## src/uart_baud_cfg.svh

```systemverilog
// Register addresses, field positions, reset values and counts of the serial transceiver.
`ifndef UART_BAUD_CFG_SVH
`define UART_BAUD_CFG_SVH
`define ADDR_SERIAL_MODE 16'hFFA0
`define ADDR_RECEIVE_STATUS 16'hFFA1
`define ADDR_BAUD_DIVIDER 16'hFFA2
`define ADDR_TX_SHIFT 16'hFFA3
`define ADDR_RX_BUFFER 16'hFFA4
`define RESET_VALUE_8 8'h00
`define TRANSMIT_ENABLE_BIT 7
`define RECEIVE_ENABLE_BIT 6
`define PARITY_SELECT_HI 5
`define PARITY_SELECT_LO 4
`define CHAR_LENGTH_SELECT 3
`define STOP_LENGTH_SELECT 2
`define MODE_WRITE_MASK 8'hFE
`define BAUD_WRITE_MASK 8'h7F
`define PRESCALE_HI 6
`define PRESCALE_LO 4
`define DIVISOR_HI 3
`define DIVISOR_LO 0
`define DIVISOR_BASE 5'h10
`define STATUS_PARITY_ERR 2
`define STATUS_FRAMING_ERR 1
`define STATUS_OVERRUN_ERR 0
`define PARITY_NONE 2'h0
`define PARITY_ZERO 2'h1
`define PARITY_ODD 2'h2
`define PARITY_EVEN 2'h3
`define LAST_BIT_7 3'h6
`define LAST_BIT_8 3'h7
`endif

```

## src/uart_baud_pkg.sv

```systemverilog
// Types shared by the serial transceiver.
`default_nettype none
package uart_baud_pkg;
    typedef struct packed {
        logic [15:0] addr;
        logic wr;
        logic rd;
        logic [7:0] wdata;
    } bus_req_s;
    typedef enum logic [2:0] {TX_IDLE, TX_START, TX_DATA, TX_PAR, TX_STOP} tx_state_e;
    typedef enum logic [2:0] {RX_IDLE, RX_START, RX_DATA, RX_PAR, RX_STOP} rx_state_e;
endpackage : uart_baud_pkg
`default_nettype wire

```

## src/uart_baud_gen_frame_format.sv

```systemverilog
// Baud generator, frame transmitter and receiver with their CPU registers.
`timescale 1ns/1ps
`default_nettype none
`include "uart_baud_cfg.svh"
module uart_baud_gen_frame_format
    import uart_baud_pkg::*;
(
    input wire logic i_sys_clk,
    input wire logic i_reset,
    input wire bus_req_s i_bus,
    input wire logic i_rxd,
    output logic [7:0] o_rdata,
    output logic o_txd,
    output logic o_tx_serial,
    output logic o_rx_serial,
    output logic o_tx_done,
    output logic o_rx_done,
    output logic o_rx_err
);
    function automatic logic [7:0] presc_mask(input logic [2:0] ps);
        presc_mask = 8'((9'h002 << ps) - 9'h001);
    endfunction : presc_mask

    logic [7:0] serial_mode_register_q, serial_mode_register_d;
    logic [7:0] baud_divider_control_q, baud_divider_control_d;
    logic [7:0] receive_status_register_q, receive_status_register_d;
    logic [7:0] rxbuf_q, rxbuf_d, rdata_q, rdata_d;
    logic rx_full_q, rx_full_d;
    logic rx_done_now, rx_pe_now, rx_fe_now;
    logic [7:0] rx_data_fin;

    logic txe, rxe, cl, sl, restart, sck_tick;
    logic [1:0] pm;
    logic [4:0] div_last;
    assign txe = serial_mode_register_q[`TRANSMIT_ENABLE_BIT];
    assign rxe = serial_mode_register_q[`RECEIVE_ENABLE_BIT];
    assign pm = serial_mode_register_q[`PARITY_SELECT_HI:`PARITY_SELECT_LO];
    assign cl = serial_mode_register_q[`CHAR_LENGTH_SELECT];
    assign sl = serial_mode_register_q[`STOP_LENGTH_SELECT];
    assign div_last = `DIVISOR_BASE
        + {1'b0, baud_divider_control_q[`DIVISOR_HI:`DIVISOR_LO]} - 5'h01;

    logic rd_rxb, baud_wr;
    assign rd_rxb = i_bus.rd && (i_bus.addr == `ADDR_RX_BUFFER);
    assign baud_wr = i_bus.wr && (i_bus.addr == `ADDR_BAUD_DIVIDER);

    always_comb begin
        serial_mode_register_d = serial_mode_register_q;
        baud_divider_control_d = baud_divider_control_q;
        receive_status_register_d = receive_status_register_q;
        rxbuf_d = rxbuf_q;
        rx_full_d = rx_full_q;
        rdata_d = rdata_q;
        if (i_bus.wr && (i_bus.addr == `ADDR_SERIAL_MODE)) begin
            serial_mode_register_d = i_bus.wdata & `MODE_WRITE_MASK;
        end
        // whole-byte write, bit 7 held at zero
        if (baud_wr) begin
            baud_divider_control_d = i_bus.wdata & `BAUD_WRITE_MASK;
        end
        if (rd_rxb) begin
            receive_status_register_d = `RESET_VALUE_8;
            rx_full_d = 1'b0;
        end
        // error flags; a completing frame wins over a buffer read
        if (rx_done_now) begin
            rxbuf_d = rx_data_fin;
            receive_status_register_d = `RESET_VALUE_8;
            receive_status_register_d[`STATUS_PARITY_ERR] = rx_pe_now;
            receive_status_register_d[`STATUS_FRAMING_ERR] = rx_fe_now;
            receive_status_register_d[`STATUS_OVERRUN_ERR] = rx_full_q;
            rx_full_d = 1'b1;
        end
        if (i_bus.rd) begin
            unique case (i_bus.addr)
                `ADDR_SERIAL_MODE: rdata_d = serial_mode_register_q;
                `ADDR_RECEIVE_STATUS: rdata_d = receive_status_register_q;
                `ADDR_BAUD_DIVIDER: rdata_d = baud_divider_control_q;
                `ADDR_RX_BUFFER: rdata_d = rxbuf_q;
                default: rdata_d = `RESET_VALUE_8;
            endcase
        end
    end

    always_ff @(posedge i_sys_clk) begin
        if (i_reset) begin
            serial_mode_register_q <= `RESET_VALUE_8;
            baud_divider_control_q <= `RESET_VALUE_8;
            receive_status_register_q <= `RESET_VALUE_8;
            rxbuf_q <= `RESET_VALUE_8;
            rdata_q <= `RESET_VALUE_8;
            rx_full_q <= 1'b0;
        end else begin
            serial_mode_register_q <= serial_mode_register_d;
            baud_divider_control_q <= baud_divider_control_d;
            receive_status_register_q <= receive_status_register_d;
            rxbuf_q <= rxbuf_d;
            rdata_q <= rdata_d;
            rx_full_q <= rx_full_d;
        end
    end

    // Baud chain and transmitter.
    logic [7:0] pre_q, pre_d, tx_sh_q, tx_sh_d;
    logic en_any_q, en_any_d, tx_ph_q, tx_ph_d, tx_par_q, tx_par_d, tx_stop2_q, tx_stop2_d;
    logic txd_q, txd_d, tx_done_q, tx_done_d, tx_ser_q, tx_ser_d;
    logic [4:0] tx_cnt_q, tx_cnt_d;
    logic [2:0] tx_bit_q, tx_bit_d;
    tx_state_e tx_st_q, tx_st_d;
    logic tx_wrap, tx_bit_end, tx_load;

    assign restart = (txe || rxe) && !en_any_q;
    // counter clock is system clock over 2 to the p+1
    assign sck_tick = (pre_q == presc_mask(baud_divider_control_q[`PRESCALE_HI:`PRESCALE_LO]));
    assign tx_wrap = sck_tick && (tx_cnt_q == div_last);
    assign tx_bit_end = tx_wrap && tx_ph_q;
    assign tx_load = i_bus.wr && (i_bus.addr == `ADDR_TX_SHIFT) && txe && (tx_st_q == TX_IDLE);

    always_comb begin
        en_any_d = txe || rxe;
        pre_d = (restart || sck_tick) ? 8'h00 : 8'(pre_q + 8'h01);
        tx_st_d = tx_st_q;
        tx_sh_d = tx_sh_q;
        tx_par_d = tx_par_q;
        tx_stop2_d = tx_stop2_q;
        tx_bit_d = tx_bit_q;
        tx_cnt_d = tx_cnt_q;
        tx_ph_d = tx_ph_q;
        tx_done_d = 1'b0;
        tx_ser_d = txe;
        // two counter wraps make one bit period
        if (tx_st_q != TX_IDLE && sck_tick) begin
            tx_cnt_d = tx_wrap ? 5'h00 : 5'(tx_cnt_q + 5'h01);
            tx_ph_d = tx_ph_q ^ tx_wrap;
        end
        unique case (tx_st_q)
            TX_IDLE: begin
                if (tx_load) begin
                    // drop bit 7 for 7-bit characters
                    tx_sh_d = cl ? i_bus.wdata : {1'b0, i_bus.wdata[6:0]};
                    unique case (pm)
                        `PARITY_ODD: tx_par_d = ~^tx_sh_d;
                        `PARITY_EVEN: tx_par_d = ^tx_sh_d;
                        default: tx_par_d = 1'b0;
                    endcase
                    tx_stop2_d = sl;
                    tx_bit_d = 3'h0;
                    tx_cnt_d = 5'h00;
                    tx_ph_d = 1'b0;
                    tx_st_d = TX_START;
                end
            end
            TX_START: if (tx_bit_end) tx_st_d = TX_DATA;
            TX_DATA: begin
                if (tx_bit_end) begin
                    tx_sh_d = {1'b0, tx_sh_q[7:1]};
                    tx_bit_d = 3'(tx_bit_q + 3'h1);
                    if (tx_bit_q == (cl ? `LAST_BIT_8 : `LAST_BIT_7)) begin
                        tx_st_d = (pm == `PARITY_NONE) ? TX_STOP : TX_PAR;
                    end
                end
            end
            TX_PAR: if (tx_bit_end) tx_st_d = TX_STOP;
            TX_STOP: begin
                if (tx_bit_end) begin
                    tx_stop2_d = 1'b0;
                    if (!tx_stop2_q) begin
                        tx_st_d = TX_IDLE;
                        tx_done_d = 1'b1;
                    end
                end
            end
        endcase
        // clearing the enable hands the pin back at once
        if (!txe) tx_st_d = TX_IDLE;
        // low start bit then LSB first
        unique case (tx_st_d)
            TX_START: txd_d = 1'b0;
            TX_DATA: txd_d = tx_sh_d[0];
            TX_PAR: txd_d = tx_par_d;
            default: txd_d = 1'b1;
        endcase
    end

    always_ff @(posedge i_sys_clk) begin
        if (i_reset) begin
            en_any_q <= 1'b0;
            pre_q <= 8'h00;
            tx_st_q <= TX_IDLE;
            tx_sh_q <= 8'h00;
            tx_par_q <= 1'b0;
            tx_stop2_q <= 1'b0;
            tx_bit_q <= 3'h0;
            tx_cnt_q <= 5'h00;
            tx_ph_q <= 1'b0;
            txd_q <= 1'b1;
            tx_done_q <= 1'b0;
            tx_ser_q <= 1'b0;
        end else begin
            en_any_q <= en_any_d;
            pre_q <= pre_d;
            tx_st_q <= tx_st_d;
            tx_sh_q <= tx_sh_d;
            tx_par_q <= tx_par_d;
            tx_stop2_q <= tx_stop2_d;
            tx_bit_q <= tx_bit_d;
            tx_cnt_q <= tx_cnt_d;
            tx_ph_q <= tx_ph_d;
            txd_q <= txd_d;
            tx_done_q <= tx_done_d;
            tx_ser_q <= tx_ser_d;
        end
    end

    // Receiver. The pin passes three flops and a change counts once the last two agree.
    logic s1_q, s2_q, s3_q, rxd_q, rxd_d, rx_ph_q, rx_ph_d, rx_acc_q, rx_acc_d;
    logic rx_done_q, rx_err_q, rx_ser_q;
    logic [7:0] rx_sh_q, rx_sh_d;
    logic [4:0] rx_cnt_q, rx_cnt_d;
    logic [2:0] rx_bit_q, rx_bit_d;
    rx_state_e rx_st_q, rx_st_d;
    logic rx_wrap, rx_mid;
    assign rx_wrap = sck_tick && (rx_cnt_q == div_last);
    assign rx_mid = rx_wrap && rx_ph_q;
    // bit 7 zero for 7-bit characters
    assign rx_data_fin = cl ? rx_sh_q : {1'b0, rx_sh_q[7:1]};

    always_comb begin
        rxd_d = (s2_q == s3_q) ? s3_q : rxd_q;
        rx_st_d = rx_st_q;
        rx_sh_d = rx_sh_q;
        rx_bit_d = rx_bit_q;
        rx_acc_d = rx_acc_q;
        rx_cnt_d = rx_cnt_q;
        rx_ph_d = rx_ph_q;
        rx_done_now = 1'b0;
        rx_pe_now = 1'b0;
        rx_fe_now = 1'b0;
        if (rx_st_q != RX_IDLE && sck_tick) begin
            rx_cnt_d = rx_wrap ? 5'h00 : 5'(rx_cnt_q + 5'h01);
            rx_ph_d = rx_ph_q ^ rx_wrap;
        end
        unique case (rx_st_q)
            RX_IDLE: begin
                if (rxd_q && !rxd_d) begin
                    rx_cnt_d = 5'h00;
                    rx_ph_d = 1'b0;
                    rx_st_d = RX_START;
                end
            end
            RX_START: begin
                // half a bit after the edge, then whole bits
                if (rx_wrap) begin
                    rx_ph_d = 1'b0;
                    rx_bit_d = 3'h0;
                    rx_acc_d = 1'b0;
                    rx_st_d = rxd_q ? RX_IDLE : RX_DATA;
                end
            end
            RX_DATA: begin
                if (rx_mid) begin
                    rx_sh_d = {rxd_q, rx_sh_q[7:1]};
                    rx_acc_d = rx_acc_q ^ rxd_q;
                    rx_bit_d = 3'(rx_bit_q + 3'h1);
                    if (rx_bit_q == (cl ? `LAST_BIT_8 : `LAST_BIT_7)) begin
                        rx_st_d = (pm == `PARITY_NONE) ? RX_STOP : RX_PAR;
                    end
                end
            end
            RX_PAR: begin
                if (rx_mid) begin
                    rx_acc_d = rx_acc_q ^ rxd_q;
                    rx_st_d = RX_STOP;
                end
            end
            RX_STOP: begin
                // only the first stop bit is checked
                if (rx_mid && rxe) begin
                    rx_done_now = 1'b1;
                    rx_fe_now = !rxd_q;
                    rx_pe_now = (pm == `PARITY_ODD && !rx_acc_q) || (pm == `PARITY_EVEN && rx_acc_q);
                    rx_st_d = RX_IDLE;
                end
            end
        endcase
        // clearing the enable aborts with no status change
        if (!rxe) rx_st_d = RX_IDLE;
    end

    always_ff @(posedge i_sys_clk) begin
        if (i_reset) begin
            s1_q <= 1'b1;
            s2_q <= 1'b1;
            s3_q <= 1'b1;
            rxd_q <= 1'b1;
            rx_st_q <= RX_IDLE;
            rx_sh_q <= 8'h00;
            rx_bit_q <= 3'h0;
            rx_acc_q <= 1'b0;
            rx_cnt_q <= 5'h00;
            rx_ph_q <= 1'b0;
            rx_done_q <= 1'b0;
            rx_err_q <= 1'b0;
            rx_ser_q <= 1'b0;
        end else begin
            s1_q <= i_rxd;
            s2_q <= s1_q;
            s3_q <= s2_q;
            rxd_q <= rxd_d;
            rx_st_q <= rx_st_d;
            rx_sh_q <= rx_sh_d;
            rx_bit_q <= rx_bit_d;
            rx_acc_q <= rx_acc_d;
            rx_cnt_q <= rx_cnt_d;
            rx_ph_q <= rx_ph_d;
            rx_done_q <= rx_done_now;
            rx_err_q <= rx_done_now && (rx_pe_now || rx_fe_now || rx_full_q);
            rx_ser_q <= rxe;
        end
    end

    assign o_rdata = rdata_q;
    assign o_txd = txd_q;
    assign o_tx_serial = tx_ser_q;
    assign o_rx_serial = rx_ser_q;
    assign o_tx_done = tx_done_q;
    assign o_rx_done = rx_done_q;
    assign o_rx_err = rx_err_q;

    // Cycles since the last transmit bit boundary, read only by the checks.
    logic [15:0] tx_cyc_q, tx_period;
    assign tx_period = 16'(({11'h000, div_last} + 16'h0001)
        << ({1'b0, baud_divider_control_q[`PRESCALE_HI:`PRESCALE_LO]} + 4'h2));
    always_ff @(posedge i_sys_clk) begin
        tx_cyc_q <= (i_reset || tx_load || tx_bit_end) ? 16'h0000 : 16'(tx_cyc_q + 16'h0001);
    end
endmodule : uart_baud_gen_frame_format
`default_nettype wire

```

## config.mk

```make
export PLATFORM = sky130hd
export DESIGN_NAME = uart_baud_gen_frame_format
export DESIGN_NICKNAME = d
export VERILOG_FILES = /design/src/uart_baud_pkg.sv /design/src/uart_baud_gen_frame_format.sv
export VERILOG_INCLUDE_DIRS = /design/src
export SDC_FILE = /design/constraint.sdc
export NUM_CORES = 1
export LEC_CHECK = 0
export BUFFER_PORTS_ARGS = -buffer_cell sky130_fd_sc_hd__buf_2
export CORE_MARGIN = 5
export CORE_UTILIZATION = 31
export DETAILED_ROUTE_END_ITERATION = 6
export GPL_ROUTABILITY_DRIVEN = 0
export GPL_TIMING_DRIVEN = 0
export HOLD_SLACK_MARGIN = 0.02
export RECOVER_POWER = 25
export SYNTH_ARGS = -nofsm -noshare
export SYNTH_HDL_FRONTEND = slang
export SYNTH_SLANG_ARGS = --single-unit
export TNS_END_PERCENT = 100
```

## constraint.sdc

```tcl
create_clock -name i_sys_clk -period 4.6 [get_ports i_sys_clk]
set_input_delay 0.23 -clock i_sys_clk [delete_from_list [all_inputs] [get_ports i_sys_clk]]
set_output_delay 0.23 -clock i_sys_clk [all_outputs]
set_load 0.01 [all_outputs]
```

# ---- Yosys cells after proc, flatten, opt, wreduce, memory -nomap -nowiden
# Cells that the tools add are included.
# W data, S select, Z words.
dict set report word_totals {
  register_bits 96
  in_bits 29
  out_inout_bits 14
  word_cells 198
}
dict set report op_classes {
  add_sub_neg 8
  n_eq_ne 34
  n_shift 1
  muxes 68
  bitwise_logic 6
  reduce_logical 49
}
# cell count
set op_table {}
lappend op_table {{$eq A16 B16 Y1 const B} 5}
lappend op_table {{$mux W3} 21}
lappend op_table {{$mux W5} 8}
lappend op_table {{$mux W8} 4}
lappend op_table {{$pmux W8 S4} 1}
lappend op_table {{$pmux W3 S5} 2}
lappend op_table {{$mux W1} 23}
lappend op_table {{$eq A3 B2 Y1 const B} 6}
lappend op_table {{$logic_and A1 B1 Y1} 18}
lappend op_table {{$ne A2 B2 Y1 const B} 9}
lappend op_table {{$pmux W8 S2} 1}
lappend op_table {{$pmux W3 S2} 2}
lappend op_table {{$reduce_and A3 Y1} 4}
lappend op_table {{$add A5 B1 Y5 const B} 2}
lappend op_table {{$eq A5 B5 Y1} 2}
lappend op_table {{$reduce_bool A2 Y1} 5}
lappend op_table {{$eq A3 B1 Y1 const B} 3}
lappend op_table {{$add A8 B1 Y8 const B} 1}
lappend op_table {{$eq A8 B8 Y1} 1}
lappend op_table {{$pmux W1 S2} 4}
lappend op_table {{$reduce_xnor A8 Y1} 1}
lappend op_table {{$reduce_xor A8 Y1} 1}
lappend op_table {{$shl A2 B3 Y8 const A} 1}
lappend op_table {{$sub A8 B1 Y8 const B} 1}
lappend op_table {{21 further kinds} 40}

# ---- Logic depth before layout (Yosys ltp)
# Gate-level depths: netlist of run 1.
dict set report logic_depth {
  ltp_word 11
  ltp_mapped 16
  mapped_depth_nobuf 15
}

# ---- Worst setup path after synthesis of run 1
# OpenSTA, ideal clock, no wires.
dict set report synth_path {
  path_type {reg2reg}
  from {register baud_divider_control_q[6]}
  to {register tx_sh_q[1]}
  setup_ps 132
  arrival_time_ps 3375
  required_ps 4468
  slack_ps 1093
  path_stages_with_launch 16
  n_path_buf 2
  period_less_slack_ps 3507
  path_cell_list {dfxtp_1 buf_2 or3_1 ha_1 nor3b_1 or4_1 nand2_1 nand3_1 nor2_1 ha_1 nand2_1 nor3_1 clkbuf_1 nor2_1 nand2_1 a21oi_1}
}
dict set report synth_between {
  elab_chain_len 7
}
# item line
set synth_rtl {}
lappend synth_rtl {{start, declared} uart_baud_gen_frame_format.sv:25} ;# logic [7:0] baud_divider_control_q, baud_divider_control_d;
lappend synth_rtl {{start signal, assigned} uart_baud_gen_frame_format.sv:88} ;# baud_divider_control_q <= `RESET_VALUE_8;
lappend synth_rtl {{start signal, assigned} uart_baud_gen_frame_format.sv:95} ;# baud_divider_control_q <= baud_divider_control_d;
lappend synth_rtl {{$shl A2 B3 Y8} uart_baud_gen_frame_format.sv:21} ;# presc_mask = 8'((9'h002 << ps) - 9'h001);
lappend synth_rtl {{$sub A8 B1 Y8} uart_baud_gen_frame_format.sv:21}
lappend synth_rtl {{$eq A8 B8 Y1} uart_baud_gen_frame_format.sv:114} ;# assign sck_tick = (pre_q == presc_mask(baud_divider_control_q[`PRESCALE_HI:`PRESCALE_LO]));
lappend synth_rtl {{$logic_and A1 B1 Y1} uart_baud_gen_frame_format.sv:115} ;# assign tx_wrap = sck_tick && (tx_cnt_q == div_last);
lappend synth_rtl {{$logic_and A1 B1 Y1} uart_baud_gen_frame_format.sv:116} ;# assign tx_bit_end = tx_wrap && tx_ph_q;
lappend synth_rtl {{$ne A2 B2 Y1 (no line)} --}
lappend synth_rtl {{$reduce_and A3 Y1 (no line)} --}
lappend synth_rtl {{end signal, assigned} uart_baud_gen_frame_format.sv:203} ;# tx_sh_q <= tx_sh_d;
lappend synth_rtl {{end, declared} uart_baud_gen_frame_format.sv:104} ;# logic [7:0] pre_q, pre_d, tx_sh_q, tx_sh_d;
# Every way passes these cells.
# A chain may end at the register's enable or synchronous reset.

# ---- Final worst setup path of run 1
dict set report layout_path {
  from {register baud_divider_control_q[6]}
  to {register rx_bit_q[2]}
}
dict set report layout_between {
  elab_chain_len 7
  word_cells_on_any_way 8
  classes_between {add/sub (1); eq/ne (3); shift (1); reduce/logical (3)}
}
# item line
set layout_rtl {}
lappend layout_rtl {{$shl A2 B3 Y8 *} uart_baud_gen_frame_format.sv:21}
lappend layout_rtl {{$sub A8 B1 Y8 *} uart_baud_gen_frame_format.sv:21}
lappend layout_rtl {{$eq A8 B8 Y1 *} uart_baud_gen_frame_format.sv:114}
lappend layout_rtl {{$logic_and A1 B1 Y1 *} uart_baud_gen_frame_format.sv:223} ;# assign rx_wrap = sck_tick && (rx_cnt_q == div_last);
lappend layout_rtl {{$logic_and A1 B1 Y1} uart_baud_gen_frame_format.sv:224} ;# assign rx_mid = rx_wrap && rx_ph_q;
lappend layout_rtl {{$ne A2 B2 Y1 (no line)} --}
lappend layout_rtl {{$reduce_and A3 Y1 (no line) *} --}
lappend layout_rtl {{end signal, assigned} uart_baud_gen_frame_format.sv:312} ;# rx_bit_q <= rx_bit_d;
lappend layout_rtl {{end, declared} uart_baud_gen_frame_format.sv:220} ;# logic [2:0] rx_bit_q, rx_bit_d;
# Every way passes the cells marked *; elsewhere a longest branch is shown, timed or not.

==> results.md, run 1 <==
* Mapped Avg Cell Area at 8.859 um2
* Clock buffer depth at 2
* GRT Overall Usage at 14.70%
* RSZ-0062 raised after global routing: no
* Rel. slew slack at 10.35%
* Compound-Gate Fraction of Synth Area at 16.85%
* Die width at 136.5 um
* Area growth, synth to finish at 15.36%
* Delay-heaviest family, CP: simple AND/OR/NAND/NOR gates
* Clk pwr share at 47.5%
* Yosys reg bits at 96
* Antenna Nets Post-Route at 0
* Fmax at 238.6 MHz
* Yosys cell types at 78
* CTS tree: built
* Clock sink total at 96
* CORE AREA at 15770 um2
* Clk_skew at 10.60 ps
* Worst setup SP type: flip-flop
* Net Sw Power at 0.0003942 W
* Busiest layer in global routing: met2
* Clock Latency Late Sink at 350 ps
* Post-synth EDFFs at 0
* Global-route wire length before repair at 21620 um
* Pin count of the biggest net entering global routing at 17
* Final min period at 4191 ps
* Most frequent cells in the layout: dfxtp_1, nor2_1, nand2_1
* Initial DRC Count at 265
* Wire per inst at 15.96 um
* Synthesized cell area at 4961 um2
* Max incr delay on CP at 800 ps
* H-tree Lvls at 3
* DR pass1 iterations at 5
* Worst path cell trace: buf_2 -> or3_1 -> ha_1 -> nor3b_1 -> or4_1 -> nand2_1 -> nor4bb_1 -> ha_1 -> nor4b_2 -> nand2_1 -> xor2_1 -> nor3_1
* Clk root buf: clkbuf_16
* Fin. max-slew vios at 0
* Pleak at 2.140 nW
* Synth area leader: dfxtp_1
* Fin Hold WS at 56.46 ps
* Layout cell share with drive strength beyond 1 at 12.36%
* Final hold vios at 0
* Post-synthesis simple-gate area fraction at 24.41%
* Int Power at 0.001364 W
* Combinational share of power at 4.8%
* Vias in the first global route at 4221
* Final Net Count at 648
* Met3 usage at 3.971%
* Mux contribution to synthesized area at 6.784%
* Crit path required time at 4870 ps
* Synth area leaders: dfxtp_1, mux2i_1, nor2_1, nand2_1, xnor2_1
* Max_cap viols at 0
* VDD IR max at 182.8 uV
* Yosys warns at 0
* # diodes at 0
* Power Density at 307.2 nW/um2
* Clock slew at reported path FFs at 70 ps
* Status: finished clean
* Synth Area in XOR/XNOR at 6.658%
* Register cell area after layout at 1922 um2
* Net Sw Frac at 22.42%
* Area of the multi-input gates at 2811 um2
* HPWL Detailed at 9850 um
* Cells after synthesis at 560
* Die Ht at 136.5 um
* Design area at 5723 um2
* Most used DFF post-synth: dfxtp_1
* Worst path slowest cell: nor4b_2
* Worst-margin pin slew at 1332 ps
* Met2 GRT Util at 24.10%
* Total negative slack at 0 ps
* Initial core utilization at 31.46%
* Sequential area share after synthesis at 38.74%
* Total length of routed wires at 13260 um
* Adder-Cell Fraction of Synth Area at 2.270%
* Die ar. at 18630 um2
* Placed standard-cell area at 5426 um2
* CP Capture Type: flip-flop
* Buffers and inverters on the worst path at 1
* Tcrit/Tclk final at 91.12%
* Share of synthesized registers carrying an async set or reset at 0%
* GRT overflow at 0
* Part of the power in registers at 47.7%
* Worst Hold Class: in2reg
* Largest family of logic cells by synthesized area: simple AND/OR/NAND/NOR gates
* CP arrival at 4460 ps
* DR vias/cell at 5.248
* Grt met1 use at 19.09%
* Commonest non-fill, non-tap cell in the layout: dfxtp_1
* Via count at 4361
* FP Rows at 46
* TritonCTS buffer count at 9
* CP Max Fanout at 10
* # port buffers at 39
* WS Path Type: reg2reg
* Remaining DRCs at 0
* Top cell type's share of synthesized area at 38.74%
* Fill cells at 1634
* Initial antenna violation count at 0
* Final setup viols at 0
* Syn Nets at 598
* I/O pin total at 43
-- area by class of cell --
cell class,instances,share of cell area [%]
Inverter,14,0.9182
Timing Repair Buffer,39,3.083
Clock inverter,5,1.509
Sequential cell,96,33.58
Buffer,36,2.820
Clock buffer,11,4.241
Multi-Input combinational cell,414,49.13
Tap cell,216,4.722
-- worst paths after layout --
path | startpoint | endpoint | slack [ps] | cells past startpoint
worst max-delay path | baud_divider_control_q[6] | rx_bit_q[2] | 410 | 12
worst min-delay path | i_rxd | s1_q | 60 | 2
worst max register to register | baud_divider_control_q[6] | rx_bit_q[2] | 410 | 12
worst min register to register | s1_q | s2_q | 410 | 1
-- sequential cells by signal, summed over array words and instances, names as in the netlist, 3 cells and up --
name                       flops
tx_bit_q                       3
receive_status_register_q      3
rx_st_q                        3
o_rdata                        8
pre_q                          8
baud_divider_control_q         7
rxbuf_q                        8
serial_mode_register_q         7
rx_cnt_q                       5
tx_st_q                        3
rx_sh_q                        8
tx_sh_q                        8
tx_cnt_q                       5
rx_bit_q                       3
-- through the flow --
step	power [W]	utilization, %	std cells	setup WS (ps)
final	0.001758	36.29	831	408.6
after CTS	0.001781	36.50	831	294.1
after global placement	0.0009419	34.41	815	409.6
after detailed placement	0.0009445	34.41	815	317.3
after floorplan	0.0009091	-	560	1093
after global routing	0.001817	36.29	831	64.89
-- kinds of logic after synthesis --
family | after synthesis
simple gates | 225
compound gates | 114
flops | 96
buf+inv | 50
xor+xnor | 33
mux | 33
fa+ha+maj | 9
-- synthesized netlist by cell type (3+ instances only) --
master	n
dfxtp_1	96
nor2_1	68
nand2_1	48
mux2i_1	28
a21oi_1	26
clkbuf_1	23
nand3_1	19
xnor2_1	18
nor2b_1	14
inv_1	13
a22oi_1	12
nor3_1	12
xor2_1	12
ha_1	9
a211oi_1	8
buf_2	8
a31oi_1	7
a32o_1	6
nand3b_1	6
o2bb2ai_1	6
and3_1	5
mux2_2	5
nand4_1	5
nor3b_1	5
o21ai_0	5
o21ai_1	5
or2_2	5
nor4_1	4
or3_1	4
buf_1	3
nand2b_1	3
nor4b_1	3
o21bai_1	3
or3b_1	3
xnor3_1	3
-- layer usage --
layer  vias to the layer above  wire (um)
met3                        11        689
met2                       140       6230
li1                       2122          -
met4                         0        182
met5                         -          0
met1                      2088       6158
-- power by group through the flow --
stage | combinational (W) | sequential [W] | clock [W]
global placement | 0.0000830 | 0.000859 | 0
floorplan | 0.0000514 | 0.000858 | 0
CTS | 0.0000857 | 0.000839 | 0.000856
finish | 0.0000844 | 0.000840 | 0.000834
global route | 0.0000922 | 0.000840 | 0.000885
detailed placement | 0.0000855 | 0.000859 | 0
-- what timing repair did --
action                                  in CTS  in global routing
buffers inserted                             0                  0
gates resized for setup                      0                  2
endpoints found under the setup margin       0                  8
hold buffers                                 0                  0
Note: power is estimated with default switching activity, not from simulation.
==> inputs of run 2 (changes only) <==
Settings changed: BUFFER_PORTS_ARGS -buffer_cell sky130_fd_sc_hd__buf_2 to -buffer_cell sky130_fd_sc_hd__buf_4.
Clock period 4.6 ns to 3.7 ns, I/O delays scaled along.
==> run 2 against run 1 <==
  * Design area is 3.4% higher
  * Setup slack worse by 250 ps
  * Cell count is 0.36% higher
  * Fmax is 18% higher
  * Critical path type unchanged
  * Largest cell class unchanged
==> results.md, run 2 (same netlist as run 1, synthesis figures left out) <==
* I/O pin total at 43
* Fmax at 282.2 MHz
* CP Max Fanout at 10
* Final min period at 3544 ps
* Tcrit/Tclk final at 95.78%
* Pin count of the biggest net entering global routing at 17
* Die ar. at 18630 um2
* Most frequent cells in the layout: dfxtp_1, nor2_1, nand2_1
* # port buffers at 39
* GRT Overall Usage at 14.81%
* Worst Hold Class: in2reg
* WS Path Type: reg2reg
* Clock slew at reported path FFs at 70 ps
* Worst hold stages at 3
* CTS tree: built
* Rel. slew slack at 52.18%
* Clock Latency Late Sink at 350 ps
* Clock sink total at 96
* Combinational share of power at 5.8%
* H-tree Lvls at 3
* Via count at 4423
* Fin. max-slew vios at 0
* Part of the power in registers at 50.8%
* Total negative slack at 0 ps
* Layout cell share with drive strength beyond 1 at 16.02%
* Worst Hold Endpoint: serial_mode_register_q[7]
* Total length of routed wires at 13580 um
* Global-route wire length before repair at 21620 um
* Reg-to-reg critical path endpoint: rx_st_q[2]
* DR vias/cell at 5.303
* R2r startpoint: baud_divider_control_q[6]
* Vias in the first global route at 4279
* CORE AREA at 15770 um2
* Worst setup SP type: flip-flop
* Crit path required time at 3980 ps
* Worst slack at placement at -571.9 ps
* FP Rows at 46
* Clk root buf: clkbuf_16
* Final setup viols at 0
* DR pass1 iterations at 6
* Clk_skew at 8.223 ps
* Area growth, synth to finish at 19.32%
* Wire per inst at 16.28 um
* Status: finished clean
* Start point of the worst hold path: i_bus[7]
* Final hold vios at 0
* Power Density at 347.3 nW/um2
* Initial core utilization at 31.46%
* VDD IR max at 228.1 uV
* Remaining DRCs at 0
* Initial antenna violation count at 0
* GRT overflow at 0
* Initial DRC Count at 327
* Worst-margin pin slew at 711.8 ps
* Int Power at 0.001563 W
* Final Core Density at 37.54%
* Reg2reg path depth at 12
* Net Sw Power at 0.0004923 W
* Final cell count without fillers at 834
* CP arrival at 3820 ps
* Die Ht at 136.5 um
* R2r setup slk at 160 ps
* Placed cell count at 815
* TritonCTS buffer count at 9
* HPWL Detailed at 9949 um
* Worst Slack Setup Final at 156.0 ps
* Final Net Count at 652
* Net Sw Frac at 23.95%
* Die width at 136.5 um
* CP Capture Type: flip-flop
* Commonest non-fill, non-tap cell in the layout: dfxtp_1
* Antenna Nets Post-Route at 0
* Clock buffer depth at 2
* Clk pwr share at 43.4%
* # diodes at 0
* Pleak at 2.228 nW
* Max_cap viols at 0
[run 2: per-stage QoR]
stage | power (W) | instance area [um2] | hold slack [ps]
global placement | 0.001179 | 5524 | 381.1
detailed placement | 0.001181 | 5524 | 381.1
floorplan | 0.001130 | 4961 | 263.5
global route | 0.002127 | 5919 | 104.3
finish | 0.002056 | 5919 | 95.12
CTS | 0.002073 | 5917 | 67.98
[run 2: repair_timing]
item / 4_1_cts / 5_1_grt
hold buffers: 1 / 0
endpoints found under the hold margin: 1 / 0
setup buffers: 5 / 0
endpoints found under the setup margin: 39 / 26
pin swaps: 1 / 2
resized for setup: 17 / 14
[run 2: layer usage]
metal	GRT usage, %	wire length, um	vias up
met5	0	0	-
met4	5.823	331	0
met3	3.640	693	27
met2	24.32	6436	132
met1	18.70	6117	2136
li1	-	-	2128
[run 2: worst max-delay path by stage]
stage | start | to | slack, ps | depth (start not counted)
floorplan | baud_divider_control_q[6] | tx_sh_q[1] | 190 | 15
global placement | baud_divider_control_q[6] | tx_sh_q[1] | -500 | 15
detailed placement | baud_divider_control_q[6] | tx_sh_q[1] | -570 | 15
CTS | baud_divider_control_q[6] | rx_st_q[2] | 20 | 12
global route | baud_divider_control_q[6] | o_txd | -20 | 15
finish | baud_divider_control_q[6] | rx_st_q[2] | 160 | 12
[run 2: power groups by stage]
stage                     Combinational, W  Clock, W  Sequential (W)
final                             0.000118  0.000893         0.00104
after global routing              0.000128  0.000955         0.00104
after CTS                         0.000116  0.000913         0.00104
after detailed placement          0.000113         0         0.00107
after global placement            0.000111         0         0.00107
after floorplan                  0.0000639         0         0.00107
[run 2: final cells by class]
cell class / instances / area [um2]
flip-flops and latches: 96 / 1922
multi-input cells: 414 / 2953
inverters: 14 / 52.55
plain buffers: 34 / 157.7
clock inverters: 5 / 41.29
repair buffers: 45 / 284.0
fillers: 1678 / 9851
clock buffers: 10 / 239.0
well taps: 216 / 270.3
[run 2: critical path: stages (launching register included)]
cell,delay [ps]
dfxtp_1,370
buf_2,220
or3_1,390
ha_2,230
nor3b_1,180
or4_1,530
nand2_2,150
nor4bb_4,260
ha_4,220
a2bb2oi_2,170
o21ai_2,110
or4_1,500
a21oi_1,150
